`src/inc/rdc_pkg.sv`:
```
// Package for the redriver channel control register bank: map, resets, types.
// Assumes a two-wire serial bus host and a 100 MHz system clock in the device.
// How it works
// - Byte 8: receive-detect powerdown in 7..4 (default 1), receiver reset 3..0 (0).
// - Byte 9: detector off bits 7..4, default 0; bits 3..0 plain storage.
// - Byte 0x0A: two threshold bits per channel, channel 3 in bits 7..6.
// - Channel 0 threshold in bits 1..0; all threshold bits reset to 0.
// - Only block reads and writes starting at byte 0 are supported.
// - The first data byte of a write is a dummy offset and ignored.
// - Target address is 1,1,strap4,0,0,strap1,strap0, then read/write bit.
// - Byte 0 shows channel activity in bits 7..4, bits 3..0 zero.
package rdc_pkg;

  localparam logic [3:0] OFS_STATUS = 4'h0;
  localparam logic [3:0] OFS_LOW_FIRST = 4'h2;
  localparam logic [3:0] OFS_LOW_LAST = 4'h6;
  localparam logic [3:0] OFS_RSVD7 = 4'h7; // reserved_byte_seven
  localparam logic [3:0] OFS_RXCTL = 4'h8; // rx_powerdown_and_reset
  localparam logic [3:0] OFS_DETCTL = 4'h9; // activity_detector_control
  localparam logic [3:0] OFS_THRESH = 4'hA; // activity_threshold_select

  localparam logic [7:0] RST_RXCTL = 8'hF0;
  localparam logic [7:0] RST_DETCTL = 8'h00;
  localparam logic [7:0] RST_THRESH = 8'h00;
  localparam logic [7:0] RST_LOWER = 8'h00;

  localparam logic [1:0] ADDR_HIGH_BITS = 2'h3;
  localparam logic [1:0] ADDR_MID_BITS = 2'h0;
  localparam logic [3:0] BITS_PER_BYTE = 4'h8;
  localparam int LOWER_BYTES = 5;

  typedef struct packed {
    logic [3:0] receive_detect_powerdown;
    logic [3:0] rx_reset;
    logic [3:0] detector_off;
    logic [3:0] spare;
    logic [3:0] threshold_sel_high;
    logic [3:0] threshold_sel_low;
  } rdc_ctrl_t;

  localparam rdc_ctrl_t CTRL_RST = {RST_RXCTL, RST_DETCTL, RST_THRESH};

  typedef enum logic [6:0] {
    ST_IDLE = 7'h01,
    ST_ADDR = 7'h02,
    ST_AACK = 7'h04,
    ST_WDATA = 7'h08,
    ST_WACK = 7'h10,
    ST_RDATA = 7'h20,
    ST_RACK = 7'h40
  } rdc_state_t;

  // Interleave per-channel threshold bits, high select above low
  function automatic logic [7:0] rdc_thresh_pack(input logic [3:0] hi, input logic [3:0] lo);
    logic [7:0] b;
    b = 8'h00;
    for (int i = 0; i < 4; i++) begin
      b[2*i+1] = hi[i];
      b[2*i] = lo[i];
    end
    return b;
  endfunction

  function automatic logic [3:0] rdc_thresh_pick(input logic [7:0] b, input logic upper);
    logic [3:0] r;
    r = 4'h0;
    for (int i = 0; i < 4; i++) begin
      r[i] = upper ? b[2*i+1] : b[2*i];
    end
    return r;
  endfunction

endpackage

```
`src/rtl/rdc_sync.sv`:
```
// Two-flop synchroniser for a group of asynchronous inputs.
// Assumes inputs come from pins outside the clk domain.
`timescale 1ns/10ps
module rdc_sync #(
  parameter int W = 1,
  parameter logic [W-1:0] INIT = '0
) (
  input wire logic clk,            // System clock
  input wire logic reset_n,        // Synchronous reset, active low
  input wire logic [W-1:0] async_in, // Raw pin levels
  output logic [W-1:0] sync_out    // Levels in the clk domain
);
  logic [W-1:0] stage1;

  if (W < 1) begin : g_bad_width
    $error("rdc_sync needs W of at least 1");
  end

  // First stage feeds only the second stage
  always_ff @(posedge clk) begin
    if (!reset_n) begin
      stage1 <= INIT;
      sync_out <= INIT;
    end else begin
      stage1 <= async_in;
      sync_out <= stage1;
    end
  end
endmodule

```
`src/rtl/rdc_regs.sv`:
```
// Serial-bus slave and channel control register bank of the redriver.
// Assumes bus pins and straps arrive asynchronously; open-drain data pin
// resolved outside from sda_oe; no clock stretching.
`timescale 1ns/10ps
module rdc_regs
  import rdc_pkg::*;
(
  input wire logic clk,                 // 100 MHz system clock
  input wire logic reset_n,             // Synchronous reset, active low
  input wire logic scl_in,              // Bus clock pin level
  input wire logic sda_in,              // Bus data pin level
  output logic sda_out,                 // Bus data drive value, always low
  output logic sda_oe,                  // High while pulling data low
  input wire logic strap_addr_bit4,     // Address strap pin
  input wire logic strap_addr_bit1,     // Address strap pin
  input wire logic strap_addr_bit0,     // Address strap pin
  input wire logic [3:0] activity_in,   // Per-channel activity detector levels
  output rdc_ctrl_t ctrl,               // Channel control fields
  output logic [LOWER_BYTES-1:0][7:0] lower_cfg // Bytes 2..6 storage
);
  logic [8:0] sync_q;
  logic scl_s, sda_s, scl_d, sda_d;
  logic [3:0] act_s;
  logic [6:0] dev_addr;
  logic start_det, stop_det, scl_rise, scl_fall;
  rdc_state_t state;
  logic [3:0] cnt;
  logic [7:0] sh, tx, rd_data;
  logic [3:0] ptr, low_idx;
  logic rw, nack, dummy;
  logic wr_en, rd_load, addr_hit;

  rdc_sync #(.W(9), .INIT(9'h003)) u_sync (
    .clk(clk),
    .reset_n(reset_n),
    .async_in({activity_in, strap_addr_bit4, strap_addr_bit1, strap_addr_bit0, sda_in, scl_in}),
    .sync_out(sync_q)
  );

  assign scl_s = sync_q[0];
  assign sda_s = sync_q[1];
  assign act_s = sync_q[8:5];
  assign dev_addr = {ADDR_HIGH_BITS, sync_q[4], ADDR_MID_BITS,
    sync_q[3], sync_q[2]};

  always_ff @(posedge clk) begin
    if (!reset_n) begin
      scl_d <= 1'b1;
      sda_d <= 1'b1;
    end else begin
      scl_d <= scl_s;
      sda_d <= sda_s;
    end
  end

  assign start_det = scl_s & scl_d & sda_d & ~sda_s;
  assign stop_det = scl_s & scl_d & ~sda_d & sda_s;
  assign scl_rise = scl_s & ~scl_d;
  assign scl_fall = ~scl_s & scl_d;
  assign addr_hit = (sh[7:1] == dev_addr);
  assign wr_en = scl_fall && state == ST_WDATA && cnt == BITS_PER_BYTE && !dummy;
  assign rd_load = scl_fall && ((state == ST_AACK && rw) || (state == ST_RACK && !nack));
  assign low_idx = ptr - OFS_LOW_FIRST;

  // Byte presented to the host at the pointer
  always_comb begin
    rd_data = 8'h00;
    if (ptr == OFS_STATUS) begin
      rd_data = {act_s, 4'h0};
    end else if (ptr >= OFS_LOW_FIRST && ptr <= OFS_LOW_LAST) begin
      rd_data = lower_cfg[low_idx[2:0]];
    end else if (ptr == OFS_RXCTL) begin
      rd_data = {ctrl.receive_detect_powerdown, ctrl.rx_reset};
    end else if (ptr == OFS_DETCTL) begin
      rd_data = {ctrl.detector_off, ctrl.spare};
    end else if (ptr == OFS_THRESH) begin
      rd_data = rdc_thresh_pack(ctrl.threshold_sel_high, ctrl.threshold_sel_low);
    end
  end

  always_ff @(posedge clk) begin
    if (!reset_n) begin
      sda_out <= 1'b0;
    end else begin
      sda_out <= 1'b0;
    end
  end

  // Bus protocol engine
  always_ff @(posedge clk) begin
    if (!reset_n) begin
      state <= ST_IDLE;
      cnt <= 4'h0;
      sh <= 8'h00;
      tx <= 8'h00;
      ptr <= OFS_STATUS;
      rw <= 1'b0;
      nack <= 1'b0;
      dummy <= 1'b0;
      sda_oe <= 1'b0;
    end else if (start_det) begin
      state <= ST_ADDR;
      cnt <= 4'h0;
      ptr <= OFS_STATUS;
      dummy <= 1'b1;
      sda_oe <= 1'b0;
    end else if (stop_det) begin
      state <= ST_IDLE;
      sda_oe <= 1'b0;
    end else if (scl_rise) begin
      if (state == ST_ADDR || state == ST_WDATA) begin
        sh <= {sh[6:0], sda_s};
        cnt <= cnt + 4'h1;
      end
      if (state == ST_RDATA) begin
        cnt <= cnt + 4'h1;
      end
      if (state == ST_RACK) begin
        nack <= sda_s;
      end
    end else if (rd_load) begin
      state <= ST_RDATA;
      tx <= rd_data;
      sda_oe <= ~rd_data[7];
      ptr <= ptr + 4'h1;
      cnt <= 4'h0;
    end else if (scl_fall) begin
      unique case (state)
        ST_IDLE: begin
        end
        ST_ADDR: begin
          if (cnt == BITS_PER_BYTE) begin
            if (addr_hit) begin
              state <= ST_AACK;
              rw <= sh[0];
              sda_oe <= 1'b1;
            end else begin
              state <= ST_IDLE;
            end
          end
        end
        ST_AACK: begin
          state <= ST_WDATA;
          cnt <= 4'h0;
          sda_oe <= 1'b0;
        end
        ST_WDATA: begin
          if (cnt == BITS_PER_BYTE) begin
            state <= ST_WACK;
            sda_oe <= 1'b1;
            dummy <= 1'b0;
            if (!dummy) begin
              ptr <= ptr + 4'h1;
            end
          end
        end
        ST_WACK: begin
          state <= ST_WDATA;
          cnt <= 4'h0;
          sda_oe <= 1'b0;
        end
        ST_RDATA: begin
          if (cnt == BITS_PER_BYTE) begin
            state <= ST_RACK;
            sda_oe <= 1'b0;
          end else begin
            tx <= {tx[6:0], 1'b0};
            sda_oe <= ~tx[6];
          end
        end
        ST_RACK: begin
          state <= ST_IDLE;
          sda_oe <= 1'b0;
        end
      endcase
    end
  end

  // Register bank writes
  always_ff @(posedge clk) begin
    if (!reset_n) begin
      ctrl <= CTRL_RST;
      for (int i = 0; i < LOWER_BYTES; i++) begin
        lower_cfg[i] <= RST_LOWER;
      end
    end else if (wr_en) begin
      if (ptr >= OFS_LOW_FIRST && ptr <= OFS_LOW_LAST) begin
        lower_cfg[low_idx[2:0]] <= sh;
      end else if (ptr == OFS_RXCTL) begin
        ctrl.receive_detect_powerdown <= sh[7:4];
        ctrl.rx_reset <= sh[3:0];
      end else if (ptr == OFS_DETCTL) begin
        ctrl.detector_off <= sh[7:4];
        ctrl.spare <= sh[3:0];
      end else if (ptr == OFS_THRESH) begin
        ctrl.threshold_sel_high <= rdc_thresh_pick(sh, 1'b1);
        ctrl.threshold_sel_low <= rdc_thresh_pick(sh, 1'b0);
      end
    end
  end
endmodule

```
`config.mk`:
```
export PLATFORM = sky130hd
export DESIGN_NAME = rdc_regs
export DESIGN_NICKNAME = d
export VERILOG_FILES = /design/src/inc/rdc_pkg.sv /design/src/rtl/rdc_sync.sv /design/src/rtl/rdc_regs.sv
export SDC_FILE = /design/constraint.sdc
export NUM_CORES = 1
export LEC_CHECK = 0
export BUFFER_PORTS_ARGS = -buffer_cell sky130_fd_sc_hd__buf_2
export CORE_MARGIN = 4
export CORE_UTILIZATION = 45
export CTS_BUF_LIST = sky130_fd_sc_hd__clkbuf_2
export DETAILED_ROUTE_END_ITERATION = 7
export SETUP_SLACK_MARGIN = 0.4
export SYNTH_ARGS = -nofsm -noshare
export SYNTH_HDL_FRONTEND = slang
export SYNTH_SLANG_ARGS = --single-unit
```
`constraint.sdc`:
```
create_clock -name clk -period 6.5 [get_ports clk]
set_input_delay 0.975 -clock clk [delete_from_list [all_inputs] [get_ports clk]]
set_output_delay 0.975 -clock clk [all_outputs]
set_load 0.05 [all_outputs]
```
# After elaboration in Yosys (flattened, before gate mapping)
# Cells that the tools add are included.
# word_totals
reg_bits	118
input_bits	11
output_inout_bits	66
word_cells	171
# op_classes
add_sub_neg	3
n_lt_le_gt_ge	4
n_eq_ne	25
n_mux	49
bitwise_logic	21
n_reduce_logical	44
# ops
cell	n
two-way mux 7 bit	9
two-way mux 8 bit	7
two-way mux 4 bit	11
bitwise mux 40 bit	1
AND reduction 6 bit	6
case mux 7 bit (5 select lines)	1
binary-select mux 8 bit (select 3 bit)	1
demux 8 bit (select 3 bit)	1
== test 4 bit, second input constant	4
AND reduction 4 bit	4
NOT 1 bit	14
nonzero test 2 bit	7
two-way mux 1 bit	13
inequality test 3 bit, second input constant	4
inequality test 5 bit, second input constant	2
adder 4 x 1 -> 4 bit, second input constant	2
logical AND 1 bit	8
inequality test 2 bit, second input constant	4
AND reduction 8 bit	1
nonzero test 8 bit	1
bitwise AND 1 bit	7
== test 7 x 2 -> 1 bit, second input constant	1
== test 7 x 3 -> 1 bit, second input constant	1
== test 7 x 4 -> 1 bit, second input constant	1
28 further kinds	35

# Longest topological paths before layout
# depth
word_depth	9
ltp_mapped	11
mapped_depth_nobuf	7

# Modules after synthesis
# Synthesis repeated with hierarchy kept, for this count alone.
# unflattened
cells_unflattened	654
area_unflattened_um2	5677.9
# by_module_without_submodules
module	instances	cells_each	area_each_um2	seq_area_each_um2
rdc_regs	1	617	5180.0	2001.9
rdc_sync	1	37	498.0	360.3

# Least setup slack after synthesis
# No wires, ideal clock.
# synth_path
kind	register -> register
from	register ptr[1]
to	register tx[4]
setup_ns	0.123
t_arrival_ns	2.778
t_required_ns	6.377
slack_ns	3.599
path_stages_with_launch	11
path_buffers	3
period_less_slack_ns	2.901
cell_sequence	dfxtp_1 buf_1 clkbuf_1 inv_1 ha_1 clkbuf_1 mux2_2 a21oi_1 o22ai_1 a221oi_1 o2bb2ai_1
# synth_via
elab_chain_cells	7
elab_cells_between_ends	16
classes_between	add/sub (1); order compare (2); eq/ne (3); mux (8); reduce/logical (2)
# synth_lines
item	line_no	rtl
start, declared	rdc_regs.sv:29	logic [3:0] ptr, low_idx;
start signal, assigned	rdc_regs.sv:125	ptr <= ptr + 4'h1;
start signal, assigned	rdc_regs.sv:153	ptr <= ptr + 4'h1;
branches (longest 5 deep; another with subtractor 3 x 2 -> 3 bit)	--	
two-way mux 8 bit (*)	rdc_regs.sv:68	if (ptr == OFS_STATUS) begin
two-way mux 7 bit (*)	rdc_regs.sv:121	end else if (rd_load) begin
end signal, assigned	rdc_regs.sv:123	tx <= rd_data;
end signal, assigned	rdc_regs.sv:167	tx <= {tx[6:0], 1'b0};
end, declared	rdc_regs.sv:28	logic [7:0] sh, tx, rd_data;
# Every way passes the cells marked *. The select of a mux whose other input is x is not followed.
# A chain may end at the register's enable or synchronous reset.

# Worst setup path after layout
# layout_path
from	register ptr[0]
to	register tx[5]
# The elaborated chain is that of the path after synthesis.

==> flow_metrics.tcl <==
set metrics [dict create \
    final_cell_mix "118 x dfxtp_1, 94 x nand2_1, 77 x mux2i_1" \
    cts_hold_buf 0 \
    grt_max_degree 87 \
    dieArea_sq_um 14400 \
    report.final.slew_viol_count 0 \
    cts_max_level 4 \
    drc 0 \
    intPower_w 0.000920 \
    critPathRequiredTime_ns 7.07 \
    p_leak_nw 2.60 \
    tightest_slew_ns 1.15 \
    syn_area_sq_um 5660 \
    path_clk_slew_ns 0.17 \
    final_common_cell "dfxtp_1" \
    cts_resized 0 \
    antenna_found_initial 0 \
    cts_root_buffer "clkbuf_2" \
    clock_latency_ns 0.69 \
    antenna_cells 0 \
    power_frac_comb_pct 3.4 \
    synth_warnings 0 \
    via_per_inst 5.55 \
    synthesis.nets 654 \
    hold_ws_ns 0.439 \
    cp_common_cell "inv_1" \
    power.density_nw_per_um2 196 \
    critPathCaptureType "flop" \
    first_pass_iters 5 \
    cts_buffers 17 \
    seq_power_share_pct 59.4 \
    synth_ff_type "dfxtp_1" \
    maxClockFrequency_ghz 0.306 \
    syn_avg_cell_area_sq_um 8.98 \
    finalCritPeriodShare_pct 50.3 \
    p_clk_share_pct 37.3 \
    grt_pass1_wl_um 24600 \
    gr-total-overflow 0 \
    ys_seq_area_share_pct 41.8 \
    totalPowerFinal_w 0.00124 \
    dp_worst_setup_slack_ns 3.21 \
    start_util_pct 46.5 \
    postLayoutSetupSlackWorst_ns 3.23 \
    layout.cells.non_filler 870 \
    fp.dieH_um 120 \
    dp.cells 838 \
    netSwitchingPower_w 0.000321 \
    arrival_ns 3.84 \
    cts_max_path_buffers 2 \
    track_usage_pct 21.5 \
    crit_fanout 18 \
    syn_inst 630 \
    cts_tree "built" \
    synth_async_sr_flop_share_pct 0 \
    start_kind "flop" \
    final_nets 713 \
    peakVddDrop_v 0.000123 \
    rsz0062_at_grt "no" \
    num_vias 4829 \
    path_delay_family "simple AND/OR/NAND/NOR gates" \
    max_cap_viol_count 0 \
    die_x_um 120 \
    hold_violations 0 \
    crit_buf_inv 2 \
    fin_tns_setup_ns 0 \
    crit_type "flop to flop" \
    hpwl_um 10600 \
    grt_pass1_vias 4678 \
    synth.distinct_cells 65 \
    place_congestion 0.918 \
    clock_skew_ns 0.0318 \
    fp-row-count 40 \
    numClockSinks 118 \
    netSwitchingFraction_pct 25.8 \
    max_stage_delay_ns 0.71 \
    layout-drive-gt1-share_pct 17.5 \
    finalSetupViolCount 0 \
    postRouteAntennaNets 0 \
    outcome "finished clean" \
    crit_path_top_delay_cell "nor3_1" \
    period_needed_ns 3.27 \
    min_path_type "flop to flop" \
    crit_path_cell_trace "inv_1, ha_1, inv_1, nor3_1, nor2_1, a221oi_1, o22ai_1" \
    wire_per_inst_um 17.3 \
    drt-total-wl_um 15000 \
    core_region_area_sq_um 12200 \
    slew_headroom_pct 22.1 \
    post_cts_buffers 0 \
    synth_seq_cells 118 \
    port_buffers 75 \
    area_growth_pct 12.1 \
    drt_iter0_drc 336 \
    synth_edf_count 0 \
    num_io_pins 77 \
]
sequential cells by signal, summed over array words and instances (netlist names):
register	cells
dummy	1
cnt	4
ctrl	24
sda_oe	1
scl_d	1
tx	7
sh	8
rw	1
lower_cfg	40
nack	1
u_sync.stage1	9
u_sync.sync_out	9
state	7
ptr	4
sda_d	1
Yosys cell counts (all sizes together), types with 13 or more instances:
| cell | number | area share (%) |
|---|---|---|
| dfxtp | 118 | 42 |
| nand2b | 15 | 1.7 |
| nor2 | 42 | 2.8 |
| a21oi | 24 | 2.1 |
| nand2 | 94 | 6.2 |
| clkbuf | 27 | 1.8 |
| and2 | 22 | 2.4 |
| ha | 13 | 2.9 |
| o21ai | 19 | 1.7 |
| inv | 16 | 1.1 |
| nand3 | 27 | 2.4 |
| mux2i | 77 | 14 |
power groups by stage:
stage | Clock [W] | Sequential, W | Combinational, W
after floorplan | 0 | 0.000748 | 0.0000340
after global placement | 0 | 0.000752 | 0.0000410
after detailed placement | 0 | 0.000752 | 0.0000415
after CTS | 0.000475 | 0.000737 | 0.0000417
after global routing | 0.000500 | 0.000738 | 0.0000468
final | 0.000462 | 0.000737 | 0.0000418
worst reg2reg max path, stage by stage, from the launching register on:
cell and delay [ns]:
dfxtp_1 0.59, inv_1 0.29, ha_1 0.65, inv_1 0.23, nor3_1 0.71, nor2_1 0.24
a221oi_1 0.36, o22ai_1 0.11
per-stage QoR:
step / util, % / instance area [sq um]
floorplan: - / 5660
global placement: 50.3 / 6110
detailed placement: 50.3 / 6110
CTS: 52.1 / 6340
global route: 52.1 / 6340
finish: 52.1 / 6340
routing by layer:
metal | up-vias | global-route usage, % | share of wire [%]
li1 | 2345 | - | -
met1 | 2316 | 28.4 | 46
met2 | 150 | 33.9 | 47
met3 | 18 | 4.76 | 5.1
met4 | 0 | 9.02 | 1.9
met5 | - | 0 | 0
final cells by class:
type / count / area [sq um]
fill: 1194 / 5820
multi-input combinational: 456 / 3070
sequential: 118 / 2360
clock inverter: 13 / 134
inverter: 18 / 67.6
timing repair buffer: 78 / 398
clock buffer: 19 / 95.1
tap: 168 / 210
path summary, 6_finish.rpt:
path	startpoint	end	slack [ns]	cells past startpoint
worst min-delay path	u_sync.stage1[0]	u_sync.sync_out[0]	0.44	1
worst max register to register	ptr[0]	tx[5]	3.23	7
worst min register to register	u_sync.stage1[0]	u_sync.sync_out[0]	0.44	1
worst max-delay path	ptr[0]	tx[5]	3.23	7
cell families (layout without fill, tap and decap cells):
logic type | Yosys count | after routing | synth area share [%]
fa+ha+maj | 13 | 13 | 2.87
buf+inv | 56 | 128 | 3.91
other cells | 1 | 1 | 0.0663
mux | 82 | 82 | 15.4
xor+xnor | 8 | 8 | 1.24
flops | 118 | 118 | 41.8
simple gates | 251 | 251 | 22.7
compound gates | 101 | 101 | 12.1
(Power assumes the default switching activity.)
